===== config.mk =====
export PLATFORM = sky130hd
export DESIGN_NAME = azo_core
export DESIGN_NICKNAME = d
export VERILOG_FILES = /design/src/azo_pkg.sv /design/src/azo_core.sv
export SDC_FILE = /design/constraint.sdc
export NUM_CORES = 1
export LEC_CHECK = 0
export BUFFER_PORTS_ARGS = -buffer_cell sky130_fd_sc_hd__buf_2
export CORE_MARGIN = 10
export CORE_UTILIZATION = 58
export CTS_BUF_LIST = sky130_fd_sc_hd__clkbuf_16
export DETAILED_ROUTE_END_ITERATION = 8
export GPL_ROUTABILITY_DRIVEN = 0
export GPL_TIMING_DRIVEN = 0
export HOLD_SLACK_MARGIN = 0.15
export PLACE_DENSITY = 0.8
export SLEW_MARGIN = 25
export SYNTH_ARGS = -nofsm -noshare
export SYNTH_HDL_FRONTEND = slang
export SYNTH_SLANG_ARGS = --single-unit

===== constraint.sdc =====
create_clock -name clock -period 2.57 [get_ports clock]
set_input_delay 0.771 -clock clock [delete_from_list [all_inputs] [get_ports clock]]
set_output_delay 0.771 -clock clock [all_outputs]
set_load 0.03 [all_outputs]

===== src/azo_pkg.sv =====
// package of constants, types and register map for the alarm zone output option block
// Functional notes
// - trouble text: 0 check style, 1 trouble style
// - fire lock holds display, star advances
// - open/short supervisory option selects open response
// - waterflow silenced by off or restore
// - per-bell pulsing or steady output
// - zone 17/18 delay count times two seconds
// - alarm only if faulted whole delay
// - extended option multiplies delay by four
// - type 18 uses delay only if enabled
// - zone 6 alternate function is tamper
// - aux alternate: serial tx on trigger pin 5, rx from radio pin
// - trigger modes 0 and 1 output mapping
// - trigger mode 2 indicator lamp mapping
// - dialing attempts limited to 1..8
// - dialer used only when enable set
// - backup dialer pulse 0, tone 1
// - restore report per zone type enable; only types 17 and 18 are wired, OPT_REST16 has no effect
// - bell 1 reset on second off option
// - bell 2 reset on second off option
// - arming ding bell2/aux lasts two half-second ticks
package azo_pkg;
    localparam int unsigned CLK_HZ = 40_000_000;
    localparam int unsigned HALF_SEC_MS = 500;
    localparam int unsigned HALF_SEC_CYCLES = CLK_HZ / 1000 * HALF_SEC_MS;
    localparam logic [3:0] DELAY_STEP_S = 4'h2;
    localparam logic [2:0] EXT_FACTOR = 3'h4;
    localparam logic [3:0] PULSE_HALF_TICKS = 4'h1;

    // register byte offsets
    localparam logic [7:0] OFF_OPT = 8'h00;
    localparam logic [7:0] OFF_DELAY = 8'h04;
    localparam logic [7:0] OFF_DIAL = 8'h08;
    localparam logic [7:0] OFF_CMD = 8'h0c;
    localparam logic [7:0] OFF_STAT = 8'h10;
    localparam logic [7:0] OFF_TRIG = 8'h14;

    // option register bit positions
    localparam int OPT_TROUBLE_TEXT = 0;
    localparam int OPT_FLOCK = 1;
    localparam int OPT_Z18USE = 2;
    localparam int OPT_SUPOS = 3;
    localparam int OPT_WFSIL = 4;
    localparam int OPT_STEADY1 = 5;
    localparam int OPT_STEADY2 = 6;
    localparam int OPT_Z6ALT = 7;
    localparam int OPT_EXT = 8;
    localparam int OPT_AUXALT = 9;
    localparam int OPT_MODE_LO = 10;
    localparam int OPT_RST2OFF1 = 12;
    localparam int OPT_RST2OFF2 = 13;
    localparam int OPT_DING2 = 14;
    localparam int OPT_DINGAUX = 15;
    localparam int OPT_REST16 = 16;
    localparam int OPT_REST17 = 17;
    localparam int OPT_REST18 = 18;
    localparam logic [31:0] OPT_RESET = 32'h0000_0000;

    // dial register bit positions
    localparam int DIAL_MAIN_EN = 0;
    localparam int DIAL_BACK_EN = 1;
    localparam int DIAL_TONE = 2;
    localparam int DIAL_MAX_LO = 4;
    localparam logic [3:0] DIAL_MAX_DEF = 4'h3;

    // command register bits (write one to pulse)
    localparam int CMD_OFF = 0;
    localparam int CMD_STAR = 1;
    localparam int CMD_EXIT_END = 2;
    localparam int CMD_KISSOFF = 3;
    localparam int CMD_CLOSE_RPT = 4;
    localparam int CMD_DIAL_FAIL = 5;
    localparam int CMD_DIAL_OK = 6;
    localparam int CMD_TROUBLE_CLR = 7;

    typedef enum logic [1:0] {
        AZO_LOOP_NORMAL = 2'b00,
        AZO_LOOP_OPEN = 2'b01,
        AZO_LOOP_SHORT = 2'b10
    } azo_loop_t;

    typedef enum logic [1:0] {
        AZO_TRIG_SOUNDER = 2'b00,
        AZO_TRIG_KEYSW = 2'b01,
        AZO_TRIG_LAMPS = 2'b10
    } azo_trig_mode_t;

    typedef enum logic [1:0] {
        AZO_Q_IDLE = 2'b00,
        AZO_Q_TIMING = 2'b01,
        AZO_Q_ALARM = 2'b10
    } azo_q_state_t;

    typedef struct packed {
        logic panic;
        logic burglary;
        logic ac_fail;
        logic ready;
        logic armed;
        logic open_close;
        logic serial_tx;
    } azo_sys_in_t;

    typedef struct packed {
        logic [1:0] z17_loop;
        logic [1:0] z18_loop;
        logic [1:0] sup_loop;
        logic z6_fault;
    } azo_loops_t;
endpackage


===== src/azo_core.sv =====
// alarm zone output option logic with an axi4-lite register slave
//
// Added by the designer: register access over AXI4-Lite and the address map.
`timescale 1ns/1ps
module azo_core
    import azo_pkg::*;
#(
    parameter int unsigned HALF_SEC = HALF_SEC_CYCLES
)
(
    input wire logic clock,
    input wire logic rst_n,
    input wire logic [7:0] s_axi_awaddr,
    input wire logic s_axi_awvalid,
    output logic s_axi_awready,
    input wire logic [31:0] s_axi_wdata,
    input wire logic [3:0] s_axi_wstrb,
    input wire logic s_axi_wvalid,
    output logic s_axi_wready,
    output logic [1:0] s_axi_bresp,
    output logic s_axi_bvalid,
    input wire logic s_axi_bready,
    input wire logic [7:0] s_axi_araddr,
    input wire logic s_axi_arvalid,
    output logic s_axi_arready,
    output logic [31:0] s_axi_rdata,
    output logic [1:0] s_axi_rresp,
    output logic s_axi_rvalid,
    input wire logic s_axi_rready,
    input wire logic [6:0] sys_in,
    input wire logic [6:0] loop_pins,
    input wire logic radio_send_ok_input,
    output logic serial_rx,
    output logic radio_ok,
    output logic [6:0] trigger_connector,
    output logic bell1,
    output logic bell2,
    output logic aux_relay,
    output logic trouble_text,
    output logic tamper,
    output logic dial_main_go,
    output logic dial_backup_go,
    output logic dial_tone
);
    // loop and radio inputs come from pins: two flip-flops each
    logic [7:0] sync1, sync2;
    azo_loops_t loops;
    azo_sys_in_t sys;
    always_ff @(posedge clock or negedge rst_n)
    begin
        if (!rst_n)
        begin
            sync1 <= 8'h00;
            sync2 <= 8'h00;
        end
        else
        begin
            sync1 <= {radio_send_ok_input, loop_pins};
            sync2 <= sync1;
        end
    end
    assign loops = sync2[6:0];
    assign sys = sys_in;

    // registers
    logic [31:0] opt;
    logic [7:0] dly;
    logic [7:0] dial;
    logic [7:0] cmd_pulse;
    logic aw_hold, w_hold;
    logic [7:0] aw_addr;
    logic [31:0] w_data;
    logic do_write;
    assign do_write = aw_hold && w_hold && !s_axi_bvalid;

    function automatic logic [31:0] merge(input logic [31:0] old, input logic [31:0] nv,
                                          input logic [3:0] be);
        for (int i = 0; i < 4; i++)
            merge[i*8 +: 8] = be[i] ? nv[i*8 +: 8] : old[i*8 +: 8];
    endfunction

    logic [3:0] w_strb;
    always_ff @(posedge clock or negedge rst_n)
    begin
        if (!rst_n)
        begin
            aw_hold <= 1'b0;
            w_hold <= 1'b0;
            aw_addr <= 8'h00;
            w_data <= 32'h0000_0000;
            w_strb <= 4'h0;
            s_axi_bvalid <= 1'b0;
            s_axi_bresp <= 2'b00;
            s_axi_awready <= 1'b1;
            s_axi_wready <= 1'b1;
        end
        else
        begin
            if (s_axi_awvalid && s_axi_awready)
            begin
                aw_hold <= 1'b1;
                aw_addr <= s_axi_awaddr;
                s_axi_awready <= 1'b0;
            end
            if (s_axi_wvalid && s_axi_wready)
            begin
                w_hold <= 1'b1;
                w_data <= s_axi_wdata;
                s_axi_wready <= 1'b0;
                w_strb <= s_axi_wstrb;
            end
            if (do_write)
            begin
                aw_hold <= 1'b0;
                w_hold <= 1'b0;
                s_axi_bvalid <= 1'b1;
                s_axi_bresp <= (aw_addr == OFF_OPT || aw_addr == OFF_DELAY ||
                                aw_addr == OFF_DIAL || aw_addr == OFF_CMD) ? 2'b00 : 2'b10;
            end
            else if (s_axi_bvalid && s_axi_bready)
            begin
                s_axi_bvalid <= 1'b0;
                s_axi_awready <= 1'b1;
                s_axi_wready <= 1'b1;
            end
        end
    end

    always_ff @(posedge clock or negedge rst_n)
    begin
        if (!rst_n)
        begin
            opt <= OPT_RESET;
            dly <= 8'h00;
            dial <= {DIAL_MAX_DEF, 4'h0};
            cmd_pulse <= 8'h00;
        end
        else
        begin
            cmd_pulse <= 8'h00;
            if (do_write)
            begin
                case (aw_addr)
                    OFF_OPT: opt <= merge(opt, w_data, w_strb);
                    OFF_DELAY: if (w_strb[0]) dly <= {3'h0, w_data[4:0]};
                    OFF_DIAL:
                    begin
                        if (w_strb[0])
                        begin
                            // out-of-range attempt limits are clamped into 1..8
                            dial[3:0] <= {1'b0, w_data[2:0]};
                            if (w_data[7:4] == 4'h0)
                                dial[7:4] <= 4'h1;
                            else if (w_data[7:4] > 4'h8)
                                dial[7:4] <= 4'h8;
                            else
                                dial[7:4] <= w_data[7:4];
                        end
                    end
                    OFF_CMD: if (w_strb[0]) cmd_pulse <= w_data[7:0];
                    default: ;
                endcase
            end
        end
    end

    // one-second and half-second ticks from one divider
    logic [31:0] div;
    logic half_tick, sec_tick, half_phase;
    always_ff @(posedge clock or negedge rst_n)
    begin
        if (!rst_n)
        begin
            div <= 32'h0;
            half_tick <= 1'b0;
            half_phase <= 1'b0;
        end
        else
        begin
            half_tick <= 1'b0;
            if (div == HALF_SEC - 1)
            begin
                div <= 32'h0;
                half_tick <= 1'b1;
                half_phase <= !half_phase;
            end
            else
                div <= div + 32'h1;
        end
    end
    assign sec_tick = half_tick && half_phase;

    // qualification delay for types 17 and 18
    logic [3:0] dcount;
    logic [7:0] delay_s;
    assign dcount = dly[3:0];
    assign delay_s = opt[OPT_EXT] ? 8'(dcount * DELAY_STEP_S * EXT_FACTOR)
                                  : 8'(dcount * DELAY_STEP_S);

    function automatic logic faulted(input logic [1:0] l);
        faulted = (l != AZO_LOOP_NORMAL);
    endfunction

    azo_q_state_t q_state [2];
    logic [7:0] q_cnt [2];
    logic [1:0] q_alarm, q_prev, restore_evt;
    logic [1:0] q_fault;
    logic [7:0] q_need [2];
    assign q_fault = {faulted(loops.z18_loop), faulted(loops.z17_loop)};
    assign q_need[0] = delay_s;
    assign q_need[1] = opt[OPT_Z18USE] ? delay_s : 8'h00;

    for (genvar z = 0; z < 2; z++)
    begin : g_q
        always_ff @(posedge clock or negedge rst_n)
        begin
            if (!rst_n)
            begin
                q_state[z] <= AZO_Q_IDLE;
                q_cnt[z] <= 8'h00;
            end
            else
            begin
                case (q_state[z])
                    AZO_Q_IDLE:
                        if (q_fault[z])
                        begin
                            q_cnt[z] <= 8'h00;
                            q_state[z] <= (q_need[z] == 8'h00) ? AZO_Q_ALARM : AZO_Q_TIMING;
                        end
                    AZO_Q_TIMING:
                        if (!q_fault[z])
                        begin
                            q_state[z] <= AZO_Q_IDLE;
                            q_cnt[z] <= 8'h00;
                        end
                        else if (sec_tick)
                        begin
                            if (q_cnt[z] + 8'h1 >= q_need[z])
                                q_state[z] <= AZO_Q_ALARM;
                            q_cnt[z] <= q_cnt[z] + 8'h1;
                        end
                    AZO_Q_ALARM:
                        if (!q_fault[z])
                            q_state[z] <= AZO_Q_IDLE;
                    default: q_state[z] <= AZO_Q_IDLE;
                endcase
            end
        end
        assign q_alarm[z] = (q_state[z] == AZO_Q_ALARM);
    end

    // supervisory from the supervised loop or a zone 18 alarm, trouble from the supervised loop
    logic sup_resp, trouble_resp;
    assign sup_resp = (loops.sup_loop == AZO_LOOP_SHORT) ||
                      (opt[OPT_SUPOS] && loops.sup_loop == AZO_LOOP_OPEN) ||
                      q_alarm[1];
    assign trouble_resp = !opt[OPT_SUPOS] && loops.sup_loop == AZO_LOOP_OPEN;

    // fire alarm (waterflow type 17) latch with silence handling
    logic fire_latch, wf_sounding, off_count;
    logic [1:0] restore_rpt;
    always_ff @(posedge clock or negedge rst_n)
    begin
        if (!rst_n)
        begin
            fire_latch <= 1'b0;
            wf_sounding <= 1'b0;
            q_prev <= 2'b00;
            restore_rpt <= 2'b00;
        end
        else
        begin
            q_prev <= q_alarm;
            if (cmd_pulse[CMD_OFF] && !wf_sounding)
                fire_latch <= 1'b0;
            if (q_alarm[0] && !q_prev[0])
            begin
                fire_latch <= 1'b1;
                wf_sounding <= 1'b1;
            end
            else if (opt[OPT_WFSIL] ? (!q_alarm[0] && q_prev[0]) : cmd_pulse[CMD_OFF])
                wf_sounding <= 1'b0;
            restore_rpt <= restore_evt & {opt[OPT_REST18], opt[OPT_REST17]};
        end
    end
    assign restore_evt = q_prev & ~q_alarm;

    // bell reset after fire: first or second off entry
    logic b1_on, b2_on, off_seen;
    always_ff @(posedge clock or negedge rst_n)
    begin
        if (!rst_n)
        begin
            b1_on <= 1'b0;
            b2_on <= 1'b0;
            off_seen <= 1'b0;
        end
        else if (q_alarm[0] && !q_prev[0])
        begin
            b1_on <= 1'b1;
            b2_on <= 1'b1;
            off_seen <= 1'b0;
        end
        else if (cmd_pulse[CMD_OFF])
        begin
            off_seen <= 1'b1;
            if (!opt[OPT_RST2OFF1] || off_seen)
                b1_on <= 1'b0;
            if (!opt[OPT_RST2OFF2] || off_seen)
                b2_on <= 1'b0;
        end
    end
    assign off_count = off_seen;

    // arming ding: end of exit delay, or kissoff when closing reports are sent
    logic ding_go;
    logic [3:0] ding_cnt;
    assign ding_go = cmd_pulse[CMD_CLOSE_RPT] ? cmd_pulse[CMD_KISSOFF]
                                             : cmd_pulse[CMD_EXIT_END];
    always_ff @(posedge clock or negedge rst_n)
    begin
        if (!rst_n)
            ding_cnt <= 4'h0;
        else if (ding_go)
            ding_cnt <= PULSE_HALF_TICKS + 4'h1;
        else if (half_tick && ding_cnt != 4'h0)
            ding_cnt <= ding_cnt - 4'h1;
    end

    // fire display lock: cursor held on first alarm, star steps
    logic disp_adv;
    assign disp_adv = opt[OPT_FLOCK] ? cmd_pulse[CMD_STAR] : sec_tick;

    // dialer attempt counter
    logic [3:0] attempts;
    logic dial_active;
    always_ff @(posedge clock or negedge rst_n)
    begin
        if (!rst_n)
        begin
            attempts <= 4'h0;
            dial_active <= 1'b0;
        end
        else if (restore_rpt != 2'b00 || (q_alarm[0] && !q_prev[0]))
        begin
            attempts <= 4'h0;
            dial_active <= 1'b1;
        end
        else if (cmd_pulse[CMD_DIAL_OK])
            dial_active <= 1'b0;
        else if (cmd_pulse[CMD_DIAL_FAIL] && dial_active)
        begin
            attempts <= attempts + 4'h1;
            if (attempts + 4'h1 >= dial[7:4])
                dial_active <= 1'b0;
        end
    end

    // output mapping
    logic pulse_phase;
    logic [6:0] next_trig;
    logic [7:0] disp_pos;
    azo_trig_mode_t mode;
    assign mode = azo_trig_mode_t'(opt[OPT_MODE_LO +: 2]);
    assign pulse_phase = half_phase;
    always_comb
    begin
        case (mode)
            AZO_TRIG_KEYSW: next_trig = {sys.armed, sys.ready, fire_latch, sup_resp,
                                         sys.burglary, trouble_resp, sys.panic};
            AZO_TRIG_LAMPS: next_trig = {sys.ac_fail, dial_active && dial[DIAL_BACK_EN],
                                         fire_latch, sup_resp, attempts != 4'h0,
                                         trouble_resp, dial_active && dial[DIAL_MAIN_EN]};
            default: next_trig = {sys.open_close, b2_on, fire_latch, sup_resp,
                                  sys.burglary, trouble_resp, sys.panic};
        endcase
        if (opt[OPT_AUXALT])
            next_trig[4] = sys.serial_tx;
    end

    always_ff @(posedge clock or negedge rst_n)
    begin
        if (!rst_n)
        begin
            trigger_connector <= 7'h00;
            bell1 <= 1'b0;
            bell2 <= 1'b0;
            aux_relay <= 1'b0;
            trouble_text <= 1'b0;
            tamper <= 1'b0;
            serial_rx <= 1'b0;
            radio_ok <= 1'b0;
            dial_main_go <= 1'b0;
            dial_backup_go <= 1'b0;
            dial_tone <= 1'b0;
            disp_pos <= 8'h00;
        end
        else
        begin
            trigger_connector <= next_trig;
            bell1 <= b1_on && wf_sounding && (opt[OPT_STEADY1] || pulse_phase);
            bell2 <= (b2_on && wf_sounding && (opt[OPT_STEADY2] || pulse_phase)) ||
                     (opt[OPT_DING2] && ding_cnt != 4'h0);
            aux_relay <= opt[OPT_DINGAUX] && ding_cnt != 4'h0;
            trouble_text <= opt[OPT_TROUBLE_TEXT];
            tamper <= opt[OPT_Z6ALT] && loops.z6_fault;
            serial_rx <= opt[OPT_AUXALT] && sync2[7];
            radio_ok <= !opt[OPT_AUXALT] && sync2[7];
            dial_main_go <= dial_active && dial[DIAL_MAIN_EN];
            dial_backup_go <= dial_active && dial[DIAL_BACK_EN];
            dial_tone <= dial[DIAL_TONE];
            if (!fire_latch)
                disp_pos <= 8'h00;
            else if (disp_adv)
                disp_pos <= disp_pos + 8'h1;
        end
    end

    // read channel: one cycle after address is taken
    always_ff @(posedge clock or negedge rst_n)
    begin
        if (!rst_n)
        begin
            s_axi_rvalid <= 1'b0;
            s_axi_rdata <= 32'h0;
            s_axi_arready <= 1'b1;
            s_axi_rresp <= 2'b00;
        end
        else if (s_axi_arvalid && s_axi_arready)
        begin
            s_axi_rvalid <= 1'b1;
            s_axi_rresp <= 2'b00;
            s_axi_arready <= 1'b0;
            case (s_axi_araddr)
                OFF_OPT: s_axi_rdata <= opt;
                OFF_DELAY: s_axi_rdata <= {24'h0, dly};
                OFF_DIAL: s_axi_rdata <= {24'h0, dial};
                OFF_CMD: s_axi_rdata <= 32'h0;
                OFF_STAT: s_axi_rdata <= {8'h0, disp_pos, attempts, restore_rpt, off_count,
                                          dial_active, trouble_resp, sup_resp, fire_latch,
                                          wf_sounding, q_alarm, q_fault};
                OFF_TRIG: s_axi_rdata <= {25'h0, trigger_connector};
                default:
                begin
                    s_axi_rdata <= 32'h0;
                    s_axi_rresp <= 2'b10;
                end
            endcase
        end
        else if (s_axi_rvalid && s_axi_rready)
        begin
            s_axi_rvalid <= 1'b0;
            s_axi_arready <= 1'b1;
        end
    end
endmodule // azo_core


## After elaboration in Yosys (flattened, before gate mapping)

Cells that the tools add are included.

- Add/subtract/negate cells: 6
- Magnitude comparators: 4
- Equal/unequal tests: 27
- Mux-type cells: 78
- Bitwise logic cells: 3
- Reduce and logical (&&, ||, !) cells: 88

Operators by type and width:

| cell | number |
|---|---|
| $pmux W32 S5 | 1 |
| $mux W8 | 8 |
| $mux W1 | 37 |
| $mux W7 | 5 |
| $add A32 B1 Y32 const B | 1 |
| $eq A32 B25 Y1 const B | 1 |
| $eq A8 B4 Y1 const B | 4 |
| $logic_not A8 Y1 | 4 |
| $mux W32 | 1 |
| $pmux W8 S2 | 2 |
| $reduce_bool A2 Y1 | 16 |
| $mux W2 | 14 |
| $mux W4 | 7 |
| $logic_and A1 B1 Y1 | 26 |
| $add A8 B1 Y8 const B | 3 |
| $reduce_and A3 Y1 | 8 |
| $eq A8 B3 Y1 const B | 2 |
| $eq A8 B5 Y1 const B | 2 |
| $ge A8 B7 Y1 | 2 |
| $pmux W7 S2 | 1 |
| $ne A3 B3 Y1 const B | 4 |
| $pmux W2 S3 | 2 |
| $logic_or A1 B1 Y1 | 11 |
| $logic_not A1 Y1 | 9 |
| 17 further kinds | 35 |

- Register bits: 251
- Word-level logic and storage cells: 257

## Longest topological paths before layout

Gate-level depths: netlist of the first run.

- Depth in word-level cells: 7
- Mapped depth: 9
- Gate-level depth less buffers: 9

## Worst setup path after synthesis of the first run

No wires, ideal clock.

- Path kind: input to register
- From: in s_axi_araddr[5]
- To: reg s_axi_rdata[21]
- Library setup time: 83 ps
- Arrival: 2248 ps
- Data required time: 2487 ps
- Slack: 240 ps
- Cell stages on the path: 6
- Buffers on the path: 1
- Cells stage by stage: nor3_1 nand2_1 nor4_1 clkbuf_1 a22oi_1 o21ai_0

- Cells in the longest elaborated chain, start to end: 2
- Elaborated cells on any way between the ends: 6
- Those cells by class: eq/ne: 4; mux: 1; reduce/logical: 1

Ends and longest elaborated chain:

| what | RTL line | text |
|---|---|---|
| start, declared | azo_core.sv:23 | `input wire logic [7:0] s_axi_araddr,` |
| $eq A8 B5 Y1, or another cell as far along | azo_core.sv:435 | `case (s_axi_araddr)` |
| $pmux W32 S5 * | azo_core.sv:435 |  |
| end signal, assigned | azo_core.sv:436 | `OFF_OPT: s_axi_rdata <= opt;` |
| end signal, assigned | azo_core.sv:437 | `OFF_DELAY: s_axi_rdata <= {24'h0, dly};` |
| end signal, assigned | azo_core.sv:438 | `OFF_DIAL: s_axi_rdata <= {24'h0, dial};` |
| end, declared | azo_core.sv:26 | `output logic [31:0] s_axi_rdata,` |

Every way passes the cells marked *; elsewhere a longest branch is shown, timed or not.
A chain may end at the register's enable or synchronous reset.

## Worst setup path in the final report of the first run

- From: in s_axi_araddr[5]
- To: reg s_axi_rdata[17]

Same word-level chain as after synthesis.

==> metrics.txt, run 1 <==
drt drc 0; CP Class in -> reg; CTS H-tree depth 1; Starting Density 59.6%; slowest stage delay, CP 0.58 ns; Pre-antenna DRT Iters 7; slew margin rel. 51.3%; Setup Buffers After CTS 0; RSZ-0062 raised after global routing false; FF/Latch Area 6240 um2; synthesized area 10900 um2; max-slew violation count 0; CP max stage cell nor4b_4; Hold Fails Final Rpt 0; Clock Tree Buf Depth 3; worst r2r src aw_addr[1]; most frequent cells in the layout 243 x dfrtp_1, 128 x buf_2, 97 x nand2_1; Rows 49; total gr overflow 0; crit end category register; Logic pwr share 12.1%; top cell type's share of synthesized area 56.3%; Sw Pwr 2.62 mW; top_reg_cell synth dfrtp_1; first-pass GRT wire length 40.5 mm; critical path fanouts, max 10; Die W 157 um; Avg Cell Area, Syn 11.5 um2; Die H 157 um; Worst setup SP type input port; Pint 7.32 mW; share of layout cells above drive strength 1 25.9%; Clock Power Share 39.1%; IO Port Bufs 128; average vias per placed instance 5.70; Switching Share 26.3%; antenna violations before repair 1; overall power 9.94 mW; Ports 132; Crit path required time 3.01 ns; worst slew pin tran 0.730 ns; Reg clk slew, reported paths 0.06 ns; hpwl dp 18.1 mm; Fmax 415 MHz; Layout Area Growth over Synthesis 18.0%; most common cell after layout, fill and taps aside dfrtp_1; GRT Total Usage 20.3%; crit path DAT 2.85 ns; vias in the first global route 7919; fraction of registers with async set/reset 100%; FF-to-FF path depth 5; RR Endpoint dial[7]; core area 18200 um2; final period utilization 93.8%; Root Driver clkbuf_16; Leak Pwr 6.06 nW; final wirelength 25.3 mm; clock skew 0.00886 ns; Synth cell types 63; power per cell area 776 nW/um2; Final Util 70.3%; power share of the sequential group 48.8%; Period minus WS final 2.41 ns; synth top area cells dfrtp_1 56%, mux2_2 9.0%, nand2_1 3.4%; DR vias 7699; Worst Setup Slack, final 0.158 ns; CTS sink cnt 249; Routed Antenna Nets 0; area leader, netlist dfrtp_1; Post-synth EDFFs 0; die area 24600 um2; Synthesis Warnings 0; area of the multi-input gates 4440 um2; number of hold buffers added after CTS 0; register area share after synthesis 57.5%; largest net degree at the start of global routing 89; max-cap check violation count 0; Worst Hold Class in -> async; Avg WL per Cell 18.7 um; cell count after synthesis 940; Final setup viols 0; # nets final 1199; FF+latch count, synth 249; Setup WS pre-CTS -0.724 ns; r2r setup slk 0.16 ns; TritonCTS clock tree done; fillcell total 1273; Max rail drop VDD 0.000692 V; status finished, final reports clean; number of DRC markers in iteration 0 545; crit path cell chain buf_2, nor3_1, nand2_1, nor4b_4, clkbuf_2, a22oi_1, o21ai_0; worst skew pair latency 0.54 ns; Num CTS Buffers 27; Gates resized, CTS repair 3
[synth_stat cells (3+ instances only)]
library cell  instances
xor2_1               22
clkbuf_1             21
o21ai_0              69
and4_1                3
o31ai_1               3
inv_1                32
dfrtp_1             244
nor2b_1              13
and3_1                6
ha_1                 25
o211ai_1              3
a21o_1                8
nand4_1              15
nor2_1               53
nand3_1              33
nand2_2               3
mux2_2               87
and2_1               19
nor3_1                9
a21oi_1              12
or3_1                 3
nand2b_1             20
xnor2_1              33
a22oi_1              21
mux2i_1              11
nor4_1               12
dfstp_2               5
o41ai_1               5
nand3b_1              4
nand2_1              97
[power groups by stage]
stage,Clock (mW),Sequential [mW],Combinational (mW)
CTS,3.93,4.84,1.21
global placement,0,4.86,1.13
detailed placement,0,4.89,1.19
global route,4.10,4.91,1.32
finish,3.89,4.85,1.20
floorplan,0,4.85,0.724
[logic make-up after synthesis]
logic type,share of synthesized area [%]
adders and majority gates,2.88
AOI/OAI and AO/OA,8.37
xor gates and xnor gates,4.44
muxes,10.4
other,0.0346
and+or+nand+nor,14.4
buffers and inverters,2.09
DFF,57.5
[flip-flops by register name (all words and copies together) (netlist names), 5 cells and up]
signal and cells:
aw_addr 8, cmd_pulse 7, dial 7, disp_pos 8, div 32, dly 5
opt 32, q_cnt 16, s_axi_rdata 32, sync1 8, sync2 8, trigger_connector 7
w_data 32
[routing by layer]
layer	GRT usage, %	part of all wire (%)	vias up
met2	31.8	46	243
met3	4.61	7.5	43
met4	5.30	1.8	2
li1	-	-	3610
met1	28.0	45	3801
met5	0	0.028	-
[critical path, delay by kind of cell]
family	cells	cell delay [ns]
AOI/OAI and AO/OA	2	0.35
and+or+nand+nor	3	1.28
buffers and inverters	2	0.43
[stage by stage]
step           area, um2  TNS (ns)  std cells  hold WS (ns)
2_1_floorplan      10900         0        941         0.331
3_3_place_gp       11800   -894.19       1298         0.333
3_5_place_dp       11800    -12.80       1300         0.337
4_1_cts            12800         0       1350         0.228
5_1_grt            12800         0       1350         0.242
6_report           12800         0       1351         0.181
[area by class of cell]
type                            count  share of cell area, %
Clock inverter                     23                   1.77
Tap cell                          229                   2.24
Clock buffer                       27                   5.27
Timing Repair Buffer              130                   5.51
Multi-Input combinational cell    634                   34.7
Inverter                           32                  0.938
Sequential cell                   249                   48.7
Buffer                             26                  0.860
Antenna cell                        1                 0.0195
[worst max path at each step]
stage | from | to | slack [ns] | cells after the start
floorplan | s_axi_araddr[5] | s_axi_rdata[21] | 0.24 | 6
global placement | rst_n | opt[31] | -3.60 | 1
detailed placement | s_axi_araddr[5] | s_axi_rdata[21] | -0.72 | 7
CTS | s_axi_araddr[5] | s_axi_rdata[17] | 0.09 | 7
global route | q_cnt[2] | q_state[1] | 0.02 | 9
finish | s_axi_araddr[5] | s_axi_rdata[17] | 0.16 | 7
(Power assumes the default switching activity.)
==> run 2: changes to the inputs <==
--- a/config.mk
+++ b/config.mk
@@ -14,6 +14,7 @@
 export GPL_TIMING_DRIVEN = 0
 export HOLD_SLACK_MARGIN = 0.15
 export PLACE_DENSITY = 0.8
+export SETUP_SLACK_MARGIN = 0.5
 export SLEW_MARGIN = 25
 export SYNTH_ARGS = -nofsm -noshare
 export SYNTH_HDL_FRONTEND = slang
==> metrics.txt, run 2 (same netlist as run 1, synthesis figures left out) <==
largest net degree at the start of global routing 90 (+1.1%); Fmax 448 MHz (+8.1%); die area 24600 um2 (unchanged); GRT Total Usage 20.9% (+0.57 points); Pre-antenna DRT Iters 5 (-2); Reg clk slew, reported paths 0.06 ns (about the same); most frequent cells in the layout 237 x dfrtp_1, 126 x buf_2, 94 x nand2_1; Worst setup SP type register; core area 18200 um2 (unchanged); number of DRC markers in iteration 0 576 (+5.7%); first-pass GRT wire length 41.6 mm (+2.7%); Root Driver clkbuf_16; Starting Density 59.6% (unchanged); TritonCTS clock tree done; Die H 157 um (unchanged); worst slew pin tran 0.717 ns (-0.0134 ns); Num CTS Buffers 26 (-3.7%); clock skew 0.0179 ns (+0.00903 ns); Period minus WS final 2.23 ns (-0.182 ns); average vias per placed instance 5.80 (+1.8%); max-cap check violation count 0 (unchanged); Rows 49 (unchanged); Max rail drop VDD 0.000802 V (+16%); Hold Fails Final Rpt 0 (unchanged); max-slew violation count 0 (unchanged); CTS sink cnt 249 (unchanged); antenna violations before repair 0 (-1); final period utilization 86.8% (-7.1 points); most common cell after layout, fill and taps aside dfrtp_1; IO Port Bufs 128 (unchanged); Leak Pwr 6.33 nW (+4.4%); vias in the first global route 8007 (+1.1%); status finished, final reports clean; crit path DAT 2.64 ns (-0.21 ns); worst skew pair latency 0.53 ns (about the same); # nets final 1229 (+2.5%); Ports 132 (unchanged); setup TNS 0 ns (unchanged); drt drc 0 (unchanged); Die W 157 um (unchanged); ANT cells 0 (-1); Routed Antenna Nets 0 (unchanged); CP Class reg -> reg; Avg WL per Cell 19.4 um (+3.7%); share of layout cells above drive strength 1 31.0% (+5.2 points); Crit path required time 2.98 ns (-0.03 ns); Layout Area Growth over Synthesis 23.0%; total gr overflow 0 (unchanged); slew margin rel. 52.1% (+0.89 points); overall power 9.76 mW (-1.8%); hpwl dp 18.1 mm (+0.12%); DR vias 7998 (+3.9%); Worst Hold Class in -> async; critical path fanouts, max 8 (-2); power per cell area 731 nW/um2 (-5.8%); final wirelength 26.8 mm (+5.9%); CTS H-tree depth 1 (unchanged); Final setup viols 0 (unchanged); RSZ-0062 raised after global routing true; crit end category register; Clock Tree Buf Depth 3 (unchanged)
==> run 2: cell count changes in the layout (fill, tap and decap cells not counted), sizes merged <==
| cell | before | now |
|---|---|---|
| clkinv | 10 | 18 |
| bufinv | 4 | 2 |
| inv | 39 | 33 |
| clkinvlp | 2 | 1 |
| buf | 135 | 165 |
| diode | 1 | 0 |
==> run 2: area by class of cell <==
| cell class | instances | area [um2] |
|---|---|---|
| Timing Repair Buffer | 161 | 996 |
| Clock inverter | 22 | 170 |
| Tap cell | 229 | 287 |
| Buffer | 26 | 133 |
| Sequential cell | 249 | 6250 |
| Inverter | 32 | 120 |
| Clock buffer | 26 | 651 |
| Fill cell | 1206 | 4860 |
| Multi-Input combinational cell | 634 | 4750 |
==> run 2: worst paths after layout <==
| path | startpoint | endpoint | slack [ns] | cells past startpoint |
|---|---|---|---|---|
| setup reg to reg | aw_addr[1] | opt[15] | 0.34 | 6 |
| min in group clock | loop_pins[4] | sync1[4] | 0.34 | 1 |
| hold / removal | rst_n | div[11] | 0.21 | 1 |
| max in group asynchronous | rst_n | s_axi_arready | 1.47 | 2 |
| hold reg to reg | sync1[1] | sync2[1] | 0.35 | 0 |
| setup / recovery | aw_addr[1] | opt[15] | 0.34 | 6 |
==> run 2: metal layers <==
metal	up-vias	wire length [um]	global-route usage [%]
met2	270	12600	33.4
met1	4001	11700	28.4
met5	-	0	0
met4	0	552	4.85
met3	46	2020	4.82
li1	3681	-	-
==> run 2: per-stage QoR <==
step | hold slack (ns) | std cells | cell area, um2 | util [%] | setup slack [ns]
6_report | 0.215 | 1379 | 13400 | 73.3 | 0.340
5_1_grt | 0.247 | 1379 | 13400 | 73.3 | 0.269
4_1_cts | 0.232 | 1359 | 13000 | 71.5 | 0.307
3_5_place_dp | 0.335 | 1300 | 11900 | 65.4 | 0.0473
3_3_place_gp | 0.333 | 1298 | 11800 | 65.0 | -3.62
2_1_floorplan | 0.331 | 941 | 10900 | - | 0.477
==> run 2: power by group <==
part           total (mW)  switching [mW]  internal (mW)
combinational        1.26           0.660          0.596
sequential           4.92           0.485           4.43
clock                3.58            1.53           2.05
total                9.76            2.68           7.08
==> run 2: worst max-delay path: stages (launching register included) <==
cell     delay, ns
dfrtp_1       0.39
or4_4         0.54
or4_4         0.45
nor3_4        0.16
buf_12        0.17
nand2_8       0.09
mux2_4        0.31
==> run 2: what timing repair did <==
| item | in CTS | in global routing |
|---|---|---|
| resized for setup | 37 | 45 |
| hold endpoints to repair | 0 | 0 |
| setup endpoints to repair | 75 | 90 |
| hold buffers | 0 | 0 |
| buffers inserted | 11 | 20 |
| pin swaps | 8 | 22 |
